`src/usbirq_pkg.sv`:
```
// Package for the USB interrupt status and line termination block.
// Assumes a single 50 MHz system clock and a plain register port.
package usbirq_pkg;

  // ------------------------------------------------------------
  // Register offsets
  // ------------------------------------------------------------
  localparam logic [23:0] USBIRQ_OFS_TERM    = 24'h1C001C;
  localparam logic [23:0] USBIRQ_OFS_STAT    = 24'h1C0080;
  localparam logic [23:0] USBIRQ_OFS_ENABLE  = 24'h1C0084;
  localparam logic [23:0] USBIRQ_OFS_MODE    = 24'h1C0094;

  // ------------------------------------------------------------
  // Field positions
  // ------------------------------------------------------------
  localparam int USBIRQ_TERM_PULLUP   = 7;
  localparam int USBIRQ_TERM_DP_PD    = 5;
  localparam int USBIRQ_TERM_DM_PD    = 4;
  localparam int USBIRQ_TERM_ROLE     = 2;
  localparam logic [7:0] USBIRQ_TERM_MASK = 8'hB4;

  localparam int USBIRQ_ST_STALL  = 7;
  localparam int USBIRQ_ST_ATTACH = 6;
  localparam int USBIRQ_ST_RESUME = 5;
  localparam int USBIRQ_ST_SLEEP  = 4;
  localparam int USBIRQ_ST_TOKEN  = 3;
  localparam int USBIRQ_ST_FRAME  = 2;
  localparam int USBIRQ_ST_ERROR  = 1;
  localparam int USBIRQ_ST_BUSRST = 0;

  localparam int USBIRQ_MODE_MODULE_EN = 0;
  localparam int USBIRQ_MODE_HOST      = 1;
  localparam logic [7:0] USBIRQ_MODE_MASK = 8'h03;

  // ------------------------------------------------------------
  // Reset values
  // ------------------------------------------------------------
  localparam logic [7:0] USBIRQ_STAT_RST   = 8'h00;
  localparam logic [7:0] USBIRQ_ENABLE_RST = 8'h00;
  localparam logic [7:0] USBIRQ_TERM_RST   = 8'h00;
  localparam logic [7:0] USBIRQ_MODE_RST   = 8'h00;

  // ------------------------------------------------------------
  // Timing
  // ------------------------------------------------------------
  localparam int USBIRQ_CLK_HZ        = 50_000_000;
  localparam int USBIRQ_IDLE_MS       = 3;
  localparam int USBIRQ_IDLE_CYC      = USBIRQ_CLK_HZ / 1000 * USBIRQ_IDLE_MS;
  localparam int USBIRQ_BUSRST_NS_X10 = 25_000;
  localparam int USBIRQ_BUSRST_CYC    =
    (USBIRQ_BUSRST_NS_X10 / 10 * (USBIRQ_CLK_HZ / 1_000_000) + 999) / 1000;

  // ------------------------------------------------------------
  // Carriers
  // ------------------------------------------------------------
  typedef struct packed {
    logic [23:0] addr;
    logic [7:0]  wdata;
    logic        wr;
    logic        rd;
  } usbirq_bus_t;

  typedef struct packed {
    logic stall;
    logic attach;
    logic resume;
    logic bus_active;
    logic token_done;
    logic frame_start_event;
    logic error;
    logic bus_reset;
  } usbirq_evt_t;

  typedef struct packed {
    logic dplus_pullup_en;
    logic dplus_pulldown_en;
    logic dminus_pulldown_en;
  } usbirq_term_t;

endpackage : usbirq_pkg

```
`src/usbirq_top.sv`:
```
// USB main interrupt status, enable and data line termination control.
// Assumes events come from serial engine logic on sys_clk_i, except
// bus_reset and bus_active which are line conditions and are synchronised.
//
// The plain strobed port was chosen for this implementation.
`timescale 1ns/1ps
`default_nettype none

module usbirq_top
  import usbirq_pkg::*;
#(
  parameter int IDLE_CYCLES = USBIRQ_IDLE_CYC
)(
  // Clock and reset
  input  wire logic                    sys_clk_i,
  input  wire logic                    reset_i,
  // Register port
  input  wire usbirq_pkg::usbirq_bus_t bus_i,
  output var  logic [7:0]              rdata_o,
  // Engine events, same clock except bus_reset and bus_active
  input  wire usbirq_pkg::usbirq_evt_t evt_i,
  input  wire logic                    dual_role_status_i,
  // Transfer status advance request
  output var  logic                    token_ack_o,
  // Termination and interrupt
  output var  usbirq_pkg::usbirq_term_t term_o,
  output var  logic                    irq_o
);
  import usbirq_pkg::*;

  initial
  begin
    if (IDLE_CYCLES < 2)
      $error("IDLE_CYCLES too small");
  end

  // ------------------------------------------------------------
  // Line condition synchronisers
  // ------------------------------------------------------------
  logic [1:0] rst_sync_r;
  logic [1:0] act_sync_r;
  always_ff @(posedge sys_clk_i or posedge reset_i)
  begin
    if (reset_i)
    begin
      rst_sync_r <= 2'h0;
      act_sync_r <= 2'h0;
    end
    else
    begin
      rst_sync_r <= {rst_sync_r[0], evt_i.bus_reset};
      act_sync_r <= {act_sync_r[0], evt_i.bus_active};
    end
  end

  // ------------------------------------------------------------
  // Register decode
  // ------------------------------------------------------------
  logic       wr_term;
  logic       wr_stat;
  logic       wr_en;
  logic       wr_mode;
  logic [7:0] clr_mask;
  assign wr_term  = bus_i.wr && (bus_i.addr == USBIRQ_OFS_TERM);
  assign wr_stat  = bus_i.wr && (bus_i.addr == USBIRQ_OFS_STAT);
  assign wr_en    = bus_i.wr && (bus_i.addr == USBIRQ_OFS_ENABLE);
  assign wr_mode  = bus_i.wr && (bus_i.addr == USBIRQ_OFS_MODE);
  assign clr_mask = wr_stat ? bus_i.wdata : 8'h00;

  logic [7:0] term_r;
  logic [7:0] enable_r;
  logic [7:0] mode_r;
  always_ff @(posedge sys_clk_i or posedge reset_i)
  begin
    if (reset_i)
    begin
      term_r   <= USBIRQ_TERM_RST;
      enable_r <= USBIRQ_ENABLE_RST;
      mode_r   <= USBIRQ_MODE_RST;
    end
    else
    begin
      if (wr_term)
        term_r <= bus_i.wdata & USBIRQ_TERM_MASK;
      if (wr_en)
        enable_r <= bus_i.wdata;
      if (wr_mode)
        mode_r <= bus_i.wdata & USBIRQ_MODE_MASK;
    end
  end

  // ------------------------------------------------------------
  // Idle timer and bus reset qualification
  // ------------------------------------------------------------
  // Activity restarts the count; the sleep event fires once per idle spell.
  logic [31:0] idle_cnt_r;
  logic        idle_hit;
  assign idle_hit = !act_sync_r[1] && (idle_cnt_r == 32'(IDLE_CYCLES - 1));
  always_ff @(posedge sys_clk_i or posedge reset_i)
  begin
    if (reset_i)
      idle_cnt_r <= 32'h0;
    else if (act_sync_r[1])
      idle_cnt_r <= 32'h0;
    else if (idle_cnt_r < 32'(IDLE_CYCLES))
      idle_cnt_r <= idle_cnt_r + 32'h1;
  end

  logic [15:0] rst_cnt_r;
  logic        rst_hit;
  assign rst_hit = rst_sync_r[1] && (rst_cnt_r == 16'(USBIRQ_BUSRST_CYC - 1));
  always_ff @(posedge sys_clk_i or posedge reset_i)
  begin
    if (reset_i)
      rst_cnt_r <= 16'h0;
    else if (!rst_sync_r[1])
      rst_cnt_r <= 16'h0;
    else if (rst_cnt_r < 16'(USBIRQ_BUSRST_CYC))
      rst_cnt_r <= rst_cnt_r + 16'h1;
  end

  // ------------------------------------------------------------
  // Status register
  // ------------------------------------------------------------
  logic [7:0] set_vec;
  always_comb
  begin
    set_vec = 8'h00;
    set_vec[USBIRQ_ST_STALL]  = evt_i.stall;
    set_vec[USBIRQ_ST_ATTACH] = evt_i.attach && mode_r[USBIRQ_MODE_HOST];
    set_vec[USBIRQ_ST_RESUME] = evt_i.resume;
    set_vec[USBIRQ_ST_SLEEP]  = idle_hit;
    set_vec[USBIRQ_ST_TOKEN]  = evt_i.token_done;
    set_vec[USBIRQ_ST_FRAME]  = evt_i.frame_start_event;
    set_vec[USBIRQ_ST_ERROR]  = evt_i.error;
    set_vec[USBIRQ_ST_BUSRST] = rst_hit;
  end

  logic [7:0] stat_r;
  always_ff @(posedge sys_clk_i or posedge reset_i)
  begin
    if (reset_i)
      stat_r <= USBIRQ_STAT_RST;
    else
      stat_r <= (stat_r & ~clr_mask) | set_vec;
  end

  // Pulse to the transfer status logic on a one written to the token bit
  always_ff @(posedge sys_clk_i or posedge reset_i)
  begin
    if (reset_i)
      token_ack_o <= 1'b0;
    else
      token_ack_o <= clr_mask[USBIRQ_ST_TOKEN];
  end

  // ------------------------------------------------------------
  // Interrupt output
  // ------------------------------------------------------------
  always_ff @(posedge sys_clk_i or posedge reset_i)
  begin
    if (reset_i)
      irq_o <= 1'b0;
    else
      irq_o <= (|(((stat_r & ~clr_mask) | set_vec) & enable_r))
               || dual_role_status_i;
  end

  // ------------------------------------------------------------
  // Termination
  // ------------------------------------------------------------
  // Role mode overrides the direct bits so software cannot mix both.
  always_ff @(posedge sys_clk_i or posedge reset_i)
  begin
    if (reset_i)
      term_o <= '0;
    else if (term_r[USBIRQ_TERM_ROLE])
    begin
      term_o.dplus_pullup_en    <= mode_r[USBIRQ_MODE_MODULE_EN]
                                   && !mode_r[USBIRQ_MODE_HOST];
      term_o.dplus_pulldown_en  <= mode_r[USBIRQ_MODE_HOST];
      term_o.dminus_pulldown_en <= mode_r[USBIRQ_MODE_HOST];
    end
    else
    begin
      term_o.dplus_pullup_en    <= term_r[USBIRQ_TERM_PULLUP];
      term_o.dplus_pulldown_en  <= term_r[USBIRQ_TERM_DP_PD];
      term_o.dminus_pulldown_en <= term_r[USBIRQ_TERM_DM_PD];
    end
  end

  // ------------------------------------------------------------
  // Read data
  // ------------------------------------------------------------
  always_ff @(posedge sys_clk_i or posedge reset_i)
  begin
    if (reset_i)
      rdata_o <= 8'h00;
    else if (bus_i.rd)
    begin
      case (bus_i.addr)
        USBIRQ_OFS_TERM:   rdata_o <= term_r;
        USBIRQ_OFS_STAT:   rdata_o <= stat_r;
        USBIRQ_OFS_ENABLE: rdata_o <= enable_r;
        USBIRQ_OFS_MODE:   rdata_o <= mode_r;
        default:           rdata_o <= 8'h00;
      endcase
    end
    else
      rdata_o <= 8'h00;
  end

endmodule : usbirq_top

`default_nettype wire

```
`config.mk`:
```
export PLATFORM = sky130hd
export DESIGN_NAME = usbirq_top
export DESIGN_NICKNAME = d
export VERILOG_FILES = /design/src/usbirq_pkg.sv /design/src/usbirq_top.sv
export SDC_FILE = /design/constraint.sdc
export NUM_CORES = 1
export LEC_CHECK = 0
export ABC_AREA = 1
export BUFFER_PORTS_ARGS = -buffer_cell sky130_fd_sc_hd__buf_4
export CAP_MARGIN = 10
export CORE_AREA = 2 2 106 108
export CTS_CLUSTER_DIAMETER = 120
export CTS_CLUSTER_SIZE = 24
export DETAILED_ROUTE_END_ITERATION = 10
export DIE_AREA = 0 0 108 110
export PLACE_DENSITY = 0.56
export REMOVE_ABC_BUFFERS = 1
export SLEW_MARGIN = 20
export SYNTH_ARGS = -nofsm -noshare
export SYNTH_HDL_FRONTEND = slang
export SYNTH_SLANG_ARGS = --single-unit
```
`constraint.sdc`:
```
create_clock -name sys_clk_i -period 4.07 [get_ports sys_clk_i]
set_input_delay 0.814 -clock sys_clk_i [delete_from_list [all_inputs] [get_ports sys_clk_i]]
set_output_delay 0.814 -clock sys_clk_i [all_outputs]
set_load 0.05 [all_outputs]
```
==> impl_metrics.py, run 1 <==
metrics = {
    "synth": {
        "yosysMostFrequentCell": "nand2_1",
        "syn_area_um2": 4210,
        "synth-main-ff-cell": "dfrtp_1",
        "synth_top_cell_area_share_pct": 51.7,
        "synthTopCellsByCount": "nand2_1, dfrtp_1, inv_1, nor2_1, nand3_1",
        "netlist_instances": 504,
        "ys_types": 35,
        "yosysTopAreaCell": "dfrtp_1",
        "synth_edf_count": 0,
        "synth_seq_cells": 87,
        "async_reset_ff_share_pct": 100,
        "seq_area_frac_synth_pct": 51.7,
        "synth_area_leaders": "dfrtp_1, nand2_1, inv_1, nor2_1, nand3_1",
        "synth_warnings": 0,
        "postSynthAreaPerCell_um2": 8.36,
    },
    "worst_setup_path": {
        "cp.arrival_ns": 2.46,
        "critPathMaxStageDelay_ns": 0.73,
        "crit_buf_inv": 1,
        "slowest_stage": "dfrtp_1",
        "cp_top_family": "flip-flops",
        "endpoint_kind": "flop",
        "critPathMaxFanout": 23,
        "crit_path_start_kind": "flop",
        "cp_cell_sequence": "clkinv_1 > nand3_2 > o21ai_0",
        "crit_required_ns": 4.29,
        "crit_type": "reg -> reg",
    },
    "sta": {
        "setup_viol": 0,
        "grt_setup_unrepaired": "no",
        "fmax_mhz": 447,
        "tns_ns": 0,
        "tightest_slew_ns": 0.600,
        "drv_slew": 0,
        "max-slew-margin-rel_pct": 60.0,
        "clock_skew_ns": 0.00429,
        "period_share_pct": 55.0,
        "holdWs_ns": 0.356,
        "fin_crit_ns": 2.24,
        "hold_viol": 0,
    },
    "die": {
        "io_pins": 58,
        "die_w_um": 108,
        "core_um2": 10700,
        "rows": 38,
        "die_h_um": 110,
        "start_util_pct": 39.4,
        "die_area_um2": 11900,
    },
    "layout": {
        "multi_input_area_um2": 1700,
        "diodes": 0,
        "regArea_um2": 2180,
        "syn2layout_area_growth_pct": 18.2,
        "n_fill_cell": 1063,
        "layout-drive-gt1-share_pct": 19.8,
        "finalNetCount": 614,
    },
    "hold_path": {
        "min_path_type": "reg -> reg",
    },
    "clock_tree": {
        "htreeDepth": 3,
        "clkTransAtPathRegs_ns": 0.08,
        "ctsResizeCount": 0,
        "cts-root-buf": "clkbuf_8",
        "clk_path_buf_depth": 2,
        "numCtsBuffers": 9,
        "cts_sinks": 87,
        "worstSkewPairLatency_ns": 0.35,
        "cts_tree": "built",
        "ctsHoldBuffers": 0,
        "post_cts_buffers": 0,
    },
    "grt": {
        "antenna_found_initial": 0,
        "overflow": 0,
        "grt_max_degree": 39,
        "grt_pass1_vias": 3326,
        "grt.total_usage_pct": 16.6,
        "grt_pass1_wl_mm": 15.3,
    },
    "detailed_routing": {
        "drtAntennaViolNets": 0,
        "wl_per_cell_um": 12.8,
        "drc": 0,
        "via_count": 3424,
        "totalWireLength_mm": 9.09,
        "detail_route.iter0.violations": 235,
        "dr.pass1.iters": 4,
        "viasPerCell": 4.82,
    },
    "placement": {
        "hpwl_mm": 6.69,
        "gp_congestion": 0.825,
        "port_buffers": 57,
    },
    "outcome": {
        "status": "completed",
    },
    "power": {
        "vdd_drop_max_mv": 0.207,
        "leakagePower_nw": 2.37,
        "power_density_nw_per_um2": 312,
    },
    "run": {
        "maxCapViolCount": 0,
    },
}
==> cells in the final DEF (no fill, tap or decap) <==
cell type and count:
nand2_1 115, dfrtp_1 87, inv_1 70, buf_4 59, nor2_1 52, nand3_1 30, nand4_1 21, o21ai_1 20
o21ai_0 20, clkbuf_8 13, nor3_1 10, nor2_2 8, nand2_2 8, xor2_1 8, a21oi_1 5, nor4_1 4
ha_1 4, nor2_4 3, clkinv_2 3, inv_2 3, nor3_2 3, o21ai_2 3, a221oi_1 3, a31oi_1 3
nand2_4 2, clkinv_1 2, nand3_2 2, mux2_1 1, nand3b_1 1, or2_2 1, nor4_4 1, nor4b_2 1
nor4_2 1, nor3_4 1, clkinvlp_4 1, clkbuf_1 1
==> worst reg2reg max path, delay by kind of cell (launching register included) <==
| kind | cells | cell delay, ns |
|---|---|---|
| buffers and inverters | 1 | 0.65 |
| AOI/OAI and AO/OA | 1 | 0.15 |
| DFF | 1 | 0.73 |
| and+or+nand+nor | 1 | 0.58 |
==> where the power goes <==
part	total, mW	internal, mW	switching [mW]	leakage, nW
logic	0.0941	0.0403	0.0538	1.11
registers	0.881	0.871	0.0101	1.16
clock network	0.580	0.288	0.292	0.0987
==> layout make-up <==
type                    instances  area share (%)
flip-flops and latches         87            43.7
multi-input cells             331            34.1
repair buffers                 59            8.90
inverters                      77            5.86
clock buffers                  14            3.67
well taps                     140            3.52
clock inverters                 2           0.251
==> flip-flops by register name (all words and copies together), names as in the netlist <==
register	flops
rdata_o	8
token_ack_o	1
term_o	3
rst_cnt_r	16
rst_sync_r	2
irq_o	1
stat_r	8
mode_r	2
term_r	4
act_sync_r	2
idle_cnt_r	32
enable_r	8
==> stage by stage <==
step / cell area, um2 / std cells / worst slack, ns / total power [mW] / util [%]
final: 4980 / 710 / 1.83 / 1.55 / 46.5
after global routing: 4980 / 710 / 1.60 / 1.63 / 46.5
after CTS: 4980 / 710 / 1.80 / 1.58 / 46.5
after detailed placement: 4780 / 694 / 1.82 / 0.995 / 44.7
after global placement: 4780 / 694 / 1.84 / 0.993 / 44.7
after floorplan: 4160 / 495 / 1.01 / 0.939 / -
==> cell families after synthesis <==
| family | after synthesis | share of synthesized area [%] |
|---|---|---|
| adders and majority gates | 4 | 1.19 |
| muxes | 1 | 0.267 |
| AOI/OAI and AO/OA | 54 | 7.04 |
| DFF | 87 | 51.7 |
| and+or+nand+nor | 264 | 30.1 |
| xor gates and xnor gates | 8 | 1.66 |
| buffers and inverters | 86 | 8.05 |
==> layer usage <==
layer	part of all wire (%)	routed length (um)	GRT usage, %
met1	47	4250	21.4
met2	47	4290	27.8
met3	5.2	469	4.41
met4	0.82	75	4.85
met5	0	0	0
==> final timing paths <==
kind                               start             end  slack [ns]  cells after the start
min reg2reg                rst_sync_r[0]   rst_sync_r[1]        0.36                      0
max                        act_sync_r[1]   idle_cnt_r[2]        1.83                      3
max reg2reg                act_sync_r[1]   idle_cnt_r[2]        1.83                      3
min in group asynchronous        reset_i     enable_r[6]        0.40                      2
min                        rst_sync_r[0]   rst_sync_r[1]        0.36                      0
max in group asynchronous        reset_i  idle_cnt_r[29]        2.89                      3
Power figures use the tool's default switching activity.
==> inputs of run 2 (changes only) <==
Settings changed: ABC_AREA 1 to 0, CORE_AREA 2 2 106 108 to 2 2 105 107, DIE_AREA 0 0 108 110 to 0 0 107 109, PLACE_DENSITY 0.56 to 0.57.
Clock period 4.07 ns to 2.15 ns, I/O delays scaled along.
==> run 2 against run 1 <==
The run now ends with setup timing left; via count is 4.1% lower; combinational power is 110% higher; fmax is 2.7% higher; die area is 1.8% lower; sequential power is 88% higher; first-iteration DRC count is 48% lower; power is 91% higher; wire length is 3.7% higher; register-to-register slack worse by 1.9 ns; largest cell class unchanged; largest power group unchanged.
==> impl_metrics.py, run 2 <==
metrics = {
    "synth": {
        "syn_area_um2": 4160,
        "seq_area_frac_synth_pct": 52.3,
        "synth_simple_gate_area_share_pct": 24.7,
        "async_reset_ff_share_pct": 100,
        "synth_top_cell_area_share_pct": 52.3,
        "ys_types": 53,
        "synth_seq_cells": 87,
        "synthTopCellsByCount": "dfrtp_1, nor2b_1, mux2_2, nor2_1, nand3_1",
        "yosysTopAreaCell": "dfrtp_1",
        "synth-adder-area-share_pct": 1.20,
        "synth_area_leaders": "dfrtp_1, mux2_2, nor2b_1, and2_1, nand3_1",
        "muxShareOfSynthArea_pct": 6.76,
        "yosysMostFrequentCell": "dfrtp_1",
        "synth_top_family_by_area": "simple AND/OR/NAND/NOR gates",
        "synth_edf_count": 0,
        "synth_warnings": 0,
        "synth-main-ff-cell": "dfrtp_1",
        "synth_xor_area_share_pct": 1.26,
        "synth_compound_area_share_pct": 10.4,
        "postSynthAreaPerCell_um2": 10.8,
        "netlist_instances": 387,
    },
    "layout": {
        "top_register": "idle_cnt_r",
        "largest_reg_flops": 32,
        "finalNetCount": 529,
        "multi_input_area_um2": 1900,
        "regArea_um2": 2180,
        "final_cell_mix": "buf_4, dfrtp_1, nor2b_1",
        "syn2layout_area_growth_pct": 26.1,
        "top_regs": "idle_cnt_r: 32 flops, rst_cnt_r: 16 flops",
        "diodes": 0,
        "n_fill_cell": 964,
        "layout-drive-gt1-share_pct": 31.3,
        "final_common_cell": "buf_4",
    },
    "sta": {
        "max-slew-margin-rel_pct": 51.5,
        "tns_ns": -0.0911,
        "hold_viol": 0,
        "grt_setup_unrepaired": "yes",
        "period_share_pct": 101,
        "clock_skew_ns": 0.00540,
        "drv_slew": 0,
        "tightest_slew_ns": 0.717,
        "fin_crit_ns": 2.18,
        "fin_ws_ns": -0.0282,
        "fmax_mhz": 459,
        "setup_viol": 5,
    },
    "die": {
        "die_area_um2": 11700,
        "die_h_um": 109,
        "rows": 38,
        "die_w_um": 107,
        "start_util_pct": 39.2,
        "io_pins": 58,
        "core_um2": 10600,
    },
    "worst_setup_path": {
        "cp_num_cells": 6,
        "critPathLaunch": "idle_cnt_r[12]",
        "crit_type": "reg -> reg",
        "endpoint_kind": "flop",
        "slowest_stage": "or4_4",
        "rr_startpoint": "idle_cnt_r[12]",
        "cp_cell_sequence": "or4_4 > nor4_4 > o41a_4 > buf_6 > nor3_1 > mux2_2",
        "crit_required_ns": 2.40,
        "cp.arrival_ns": 2.43,
        "critPathMaxFanout": 7,
        "critPathMaxStageDelay_ns": 0.58,
        "reg2regPathDepth": 6,
        "cp_top_family": "simple AND/OR/NAND/NOR gates",
        "crit_path_start_kind": "flop",
        "crit_buf_inv": 1,
    },
    "placement": {
        "gp_congestion": 0.822,
        "port_buffers": 57,
        "pre_cts_ws_ns": -0.266,
        "hpwl_mm": 6.55,
    },
    "grt": {
        "antenna_found_initial": 0,
        "overflow": 0,
        "grt_pass1_vias": 3114,
        "grt.total_usage_pct": 16.7,
        "grt_max_degree": 88,
        "grt_pass1_wl_mm": 15.4,
    },
    "clock_tree": {
        "clk_path_buf_depth": 2,
        "worstSkewPairLatency_ns": 0.35,
        "cts-root-buf": "clkbuf_8",
        "clkTransAtPathRegs_ns": 0.08,
        "numCtsBuffers": 9,
        "cts_tree": "built",
        "htreeDepth": 3,
        "cts_sinks": 87,
    },
    "power": {
        "seq_power_share_pct": 55.9,
        "clkPwrFrac_pct": 37.6,
        "power_density_nw_per_um2": 567,
        "intPower_mw": 2.30,
        "vdd_drop_max_mv": 0.325,
        "switchingPower_mw": 0.679,
        "switching_share_pct": 22.8,
        "leakagePower_nw": 2.43,
        "pwr-share-comb_pct": 6.5,
    },
    "detailed_routing": {
        "drtAntennaViolNets": 0,
        "totalWireLength_mm": 9.43,
        "wl_per_cell_um": 15.1,
        "drc": 0,
        "detail_route.iter0.violations": 123,
        "viasPerCell": 5.27,
        "dr.pass1.iters": 4,
        "via_count": 3284,
    },
    "run": {
        "maxCapViolCount": 0,
    },
    "hold_path": {
        "min_path_type": "in -> async",
    },
    "outcome": {
        "failed_checks": "setup timing",
        "status": "finished with violations",
    },
}
-- run 2: cell count changes after synthesis, moves of 9 or more --
cell,change
nand3_1,-9
nor2_1,-30
mux2_2,+22
nand4_1,-10
and2_1,+17
o21ai_1,-20
inv_1,-53
nand2_1,-97
nor2b_1,+25
o21ai_0,-10
nor4_1,+9
-- run 2: worst paths after layout --
path	end	slack, ns
max in group asynchronous	token_ack_o	1.61
worst min-delay path	idle_cnt_r[13]	0.15
worst min register to register	act_sync_r[1]	0.35
min in group sys_clk_i	rst_sync_r[0]	0.17
worst max-delay path	idle_cnt_r[13]	-0.03
worst max register to register	idle_cnt_r[13]	-0.03
-- run 2: tightest hold or removal path, cell delays in order --
cell and delay (ns):
buf_4 0.11, clkinv_2 0.05, buf_12 0.34
-- run 2: final cells by class --
| class | count | share of cell area [%] |
|---|---|---|
| flip-flops and latches | 87 | 41.5 |
| multi-input cells | 268 | 36.3 |
| repair buffers | 96 | 14.0 |
| well taps | 140 | 3.34 |
| clock buffers | 11 | 2.69 |
| inverters | 18 | 1.31 |
| clock inverters | 3 | 0.859 |
-- run 2: stage by stage --
stage / instance area [um2] / std cells / hold WS [ns] / util [%] / total power [mW]
after global routing: 5250 / 623 / 0.154 / 49.5 / 3.11
final: 5250 / 623 / 0.146 / 49.5 / 2.98
after floorplan: 4090 / 373 / 0.331 / - / 1.77
after global placement: 4980 / 607 / 0.334 / 47.0 / 1.89
after CTS: 5170 / 621 / 0.157 / 48.8 / 3.01
after detailed placement: 4980 / 607 / 0.335 / 47.0 / 1.89
-- run 2: power by group through the flow --
stage	registers, mW	clock network (mW)	logic, mW
after floorplan	1.70	0	0.0718
after global placement	1.69	0	0.195
after detailed placement	1.69	0	0.198
after CTS	1.66	1.15	0.199
after global routing	1.67	1.23	0.220
final	1.66	1.12	0.194
-- run 2: cell families (layout without fill, tap and decap cells) --
kind of cell	after synthesis	after routing
AND/OR/NAND/NOR	170	170
multiplexers	25	25
adder cells (fa/ha/maj)	4	4
buffers and inverters	32	128
AO/OA/AOI/OAI	63	63
XOR/XNOR	6	6
flip-flops	87	87
-- run 2: timing repair --
item                                    4_1_cts  5_1_grt
endpoints found under the setup margin        0       16
resized for setup                             0       15
buffers inserted                              0        2
hold buffers                                  0        0
-- run 2: metal layers --
layer / global-route usage, % / up-vias / wire length (um)
met1: 23.9 / 1602 / 4440
met5: 0 / - / 0
met2: 25.0 / 67 / 4450
met3: 2.63 / 19 / 329
li1: - / 1596 / -
met4: 7.61 / 0 / 211
==> inputs of run 3 (changes only) <==
Settings changed: TNS_END_PERCENT set to 50.
==> run 3 against run 2 <==
The run still ends with setup timing left; utilization unchanged; non-clock buffer count unchanged; sequential share of layout area unchanged; final area unchanged; cell count unchanged; register-to-register slack about the same; wire length about the same; critical endpoint unchanged; combinational power about the same; clock skew about the same; sequential power about the same; critical path depth unchanged; fmax down 0.38%; highest routed layer unchanged; critical path type unchanged.
==> impl_metrics.py, run 3 (same netlist as run 2, synthesis figures left out) <==
metrics = {
    "worst_setup_path": {
        "critPathLaunch": "idle_cnt_r[12]",
        "critPathMaxFanout": 7,
        "cp.arrival_ns": 2.43,
        "crit_path_start_kind": "flop",
        "crit_type": "reg -> reg",
        "endpoint_kind": "flop",
        "rr_startpoint": "idle_cnt_r[12]",
        "crit_required_ns": 2.40,
    },
    "clock_tree": {
        "ctsHoldBuffers": 0,
        "clk_path_buf_depth": 2,
        "clkTransAtPathRegs_ns": 0.08,
        "numCtsBuffers": 9,
        "cts-root-buf": "clkbuf_8",
        "cts_sinks": 87,
        "cts_tree": "built",
        "htreeDepth": 3,
        "worstSkewPairLatency_ns": 0.35,
    },
    "placement": {
        "pre_cts_ws_ns": -0.266,
        "port_buffers": 57,
        "gp_congestion": 0.822,
        "hpwl_mm": 6.55,
        "dp.cells": 607,
    },
    "layout": {
        "final_common_cell": "buf_4",
        "layout-drive-gt1-share_pct": 31.3,
        "syn2layout_area_growth_pct": 26.1,
        "top_regs": "idle_cnt_r: 32 flops, rst_cnt_r: 16 flops",
        "finalNonFillerCells": 623,
        "largest_reg_flops": 32,
        "top_register": "idle_cnt_r",
        "final_cell_mix": "buf_4, dfrtp_1, nor2b_1",
        "finalNetCount": 529,
        "diodes": 0,
        "n_fill_cell": 964,
    },
    "run": {
        "maxCapViolCount": 0,
    },
    "die": {
        "rows": 38,
        "core_um2": 10600,
        "start_util_pct": 39.2,
        "die_w_um": 107,
        "io_pins": 58,
        "die_area_um2": 11700,
        "die_h_um": 109,
    },
    "power": {
        "power_density_nw_per_um2": 567,
        "leakagePower_nw": 2.43,
        "fin_total_pwr_mw": 2.98,
        "vdd_drop_max_mv": 0.325,
    },
    "grt": {
        "grt_max_degree": 88,
        "grt_pass1_vias": 3114,
        "overflow": 0,
        "grt_pass1_wl_mm": 15.4,
        "grt.total_usage_pct": 16.7,
        "antenna_found_initial": 0,
    },
    "detailed_routing": {
        "via_count": 3285,
        "totalWireLength_mm": 9.42,
        "drc": 0,
        "topRoutingLayerUsed": "met4",
        "viasPerCell": 5.27,
        "drtAntennaViolNets": 0,
        "wl_per_cell_um": 15.1,
        "detail_route.iter0.violations": 115,
        "dr.pass1.iters": 4,
        "route.met2.wl_mm": 4.43,
        "wl_met3_um": 332,
        "drt-met1-wl_mm": 4.45,
    },
    "hold_path": {
        "min_path_type": "in -> async",
    },
    "outcome": {
        "failed_checks": "setup timing",
        "status": "finished with violations",
    },
    "sta": {
        "tightest_slew_ns": 0.717,
        "max-slew-margin-rel_pct": 51.6,
        "clock_skew_ns": 0.00539,
        "holdWs_ns": 0.146,
        "period_share_pct": 102,
        "hold_viol": 0,
        "fin_crit_ns": 2.19,
        "setup_viol": 5,
        "fmax_mhz": 457,
        "drv_slew": 0,
        "fin_ws_ns": -0.0366,
        "grt_setup_unrepaired": "yes",
    },
}
==> run 3: cell counts in the layout (fill, tap and decap cells not counted) <==
Identical to the previous run, type by type.
==> run 3: area by class of cell <==
class	count	area, um2	area share [%]
Clock buffer	11	141	2.69
Timing Repair Buffer	96	737	14.0
Clock inverter	3	45.0	0.859
Inverter	18	68.8	1.31
Sequential cell	87	2180	41.5
Tap cell	140	175	3.34
Multi-Input combinational cell	268	1900	36.3
==> run 3: routing by layer <==
metal / vias to the layer above / GRT usage, %
met4: 0 / 7.61
met1: 1603 / 23.9
met2: 66 / 25.0
li1: 1597 / -
met3: 19 / 2.63
met5: - / 0
==> run 3: where the power goes <==
part / total (mW) / leakage, nW / internal [mW] / switching [mW]
combinational: 0.194 / 1.17 / 0.0917 / 0.103
clock: 1.12 / 0.0875 / 0.557 / 0.563
sequential: 1.66 / 1.17 / 1.65 / 0.0135
==> run 3: through the flow <==
step	utilization, %	cell area [um2]	TNS (ns)
CTS	48.8	5170	0
finish	49.5	5250	-0.133
global route	49.5	5250	-0.578
detailed placement	47.0	4980	-4.51
floorplan	-	4090	-50.01
global placement	47.0	4980	-4.35
==> run 3: worst paths after layout <==
kind                       slack (ns)  cells after the start              to
max in group asynchronous        1.61                      3     token_ack_o
setup reg to reg                -0.04                      6  idle_cnt_r[13]
setup / recovery                -0.04                      6  idle_cnt_r[13]
min in group sys_clk_i           0.17                      1   rst_sync_r[0]
hold / removal                   0.15                      3  idle_cnt_r[13]
hold reg to reg                  0.35                      0   act_sync_r[1]
==> run 3: critical path, cell delays in order, from the launching register on <==
cell	delay, ns
dfrtp_1	0.42
or4_4	0.58
nor4_4	0.35
o41a_4	0.24
buf_6	0.15
nor3_1	0.06
mux2_2	0.28
==> run 3: timing repair <==
item / 4_1_cts / 5_1_grt
gates resized for setup: 0 / 15
buffers inserted: 0 / 2
setup endpoints to repair: 0 / 16
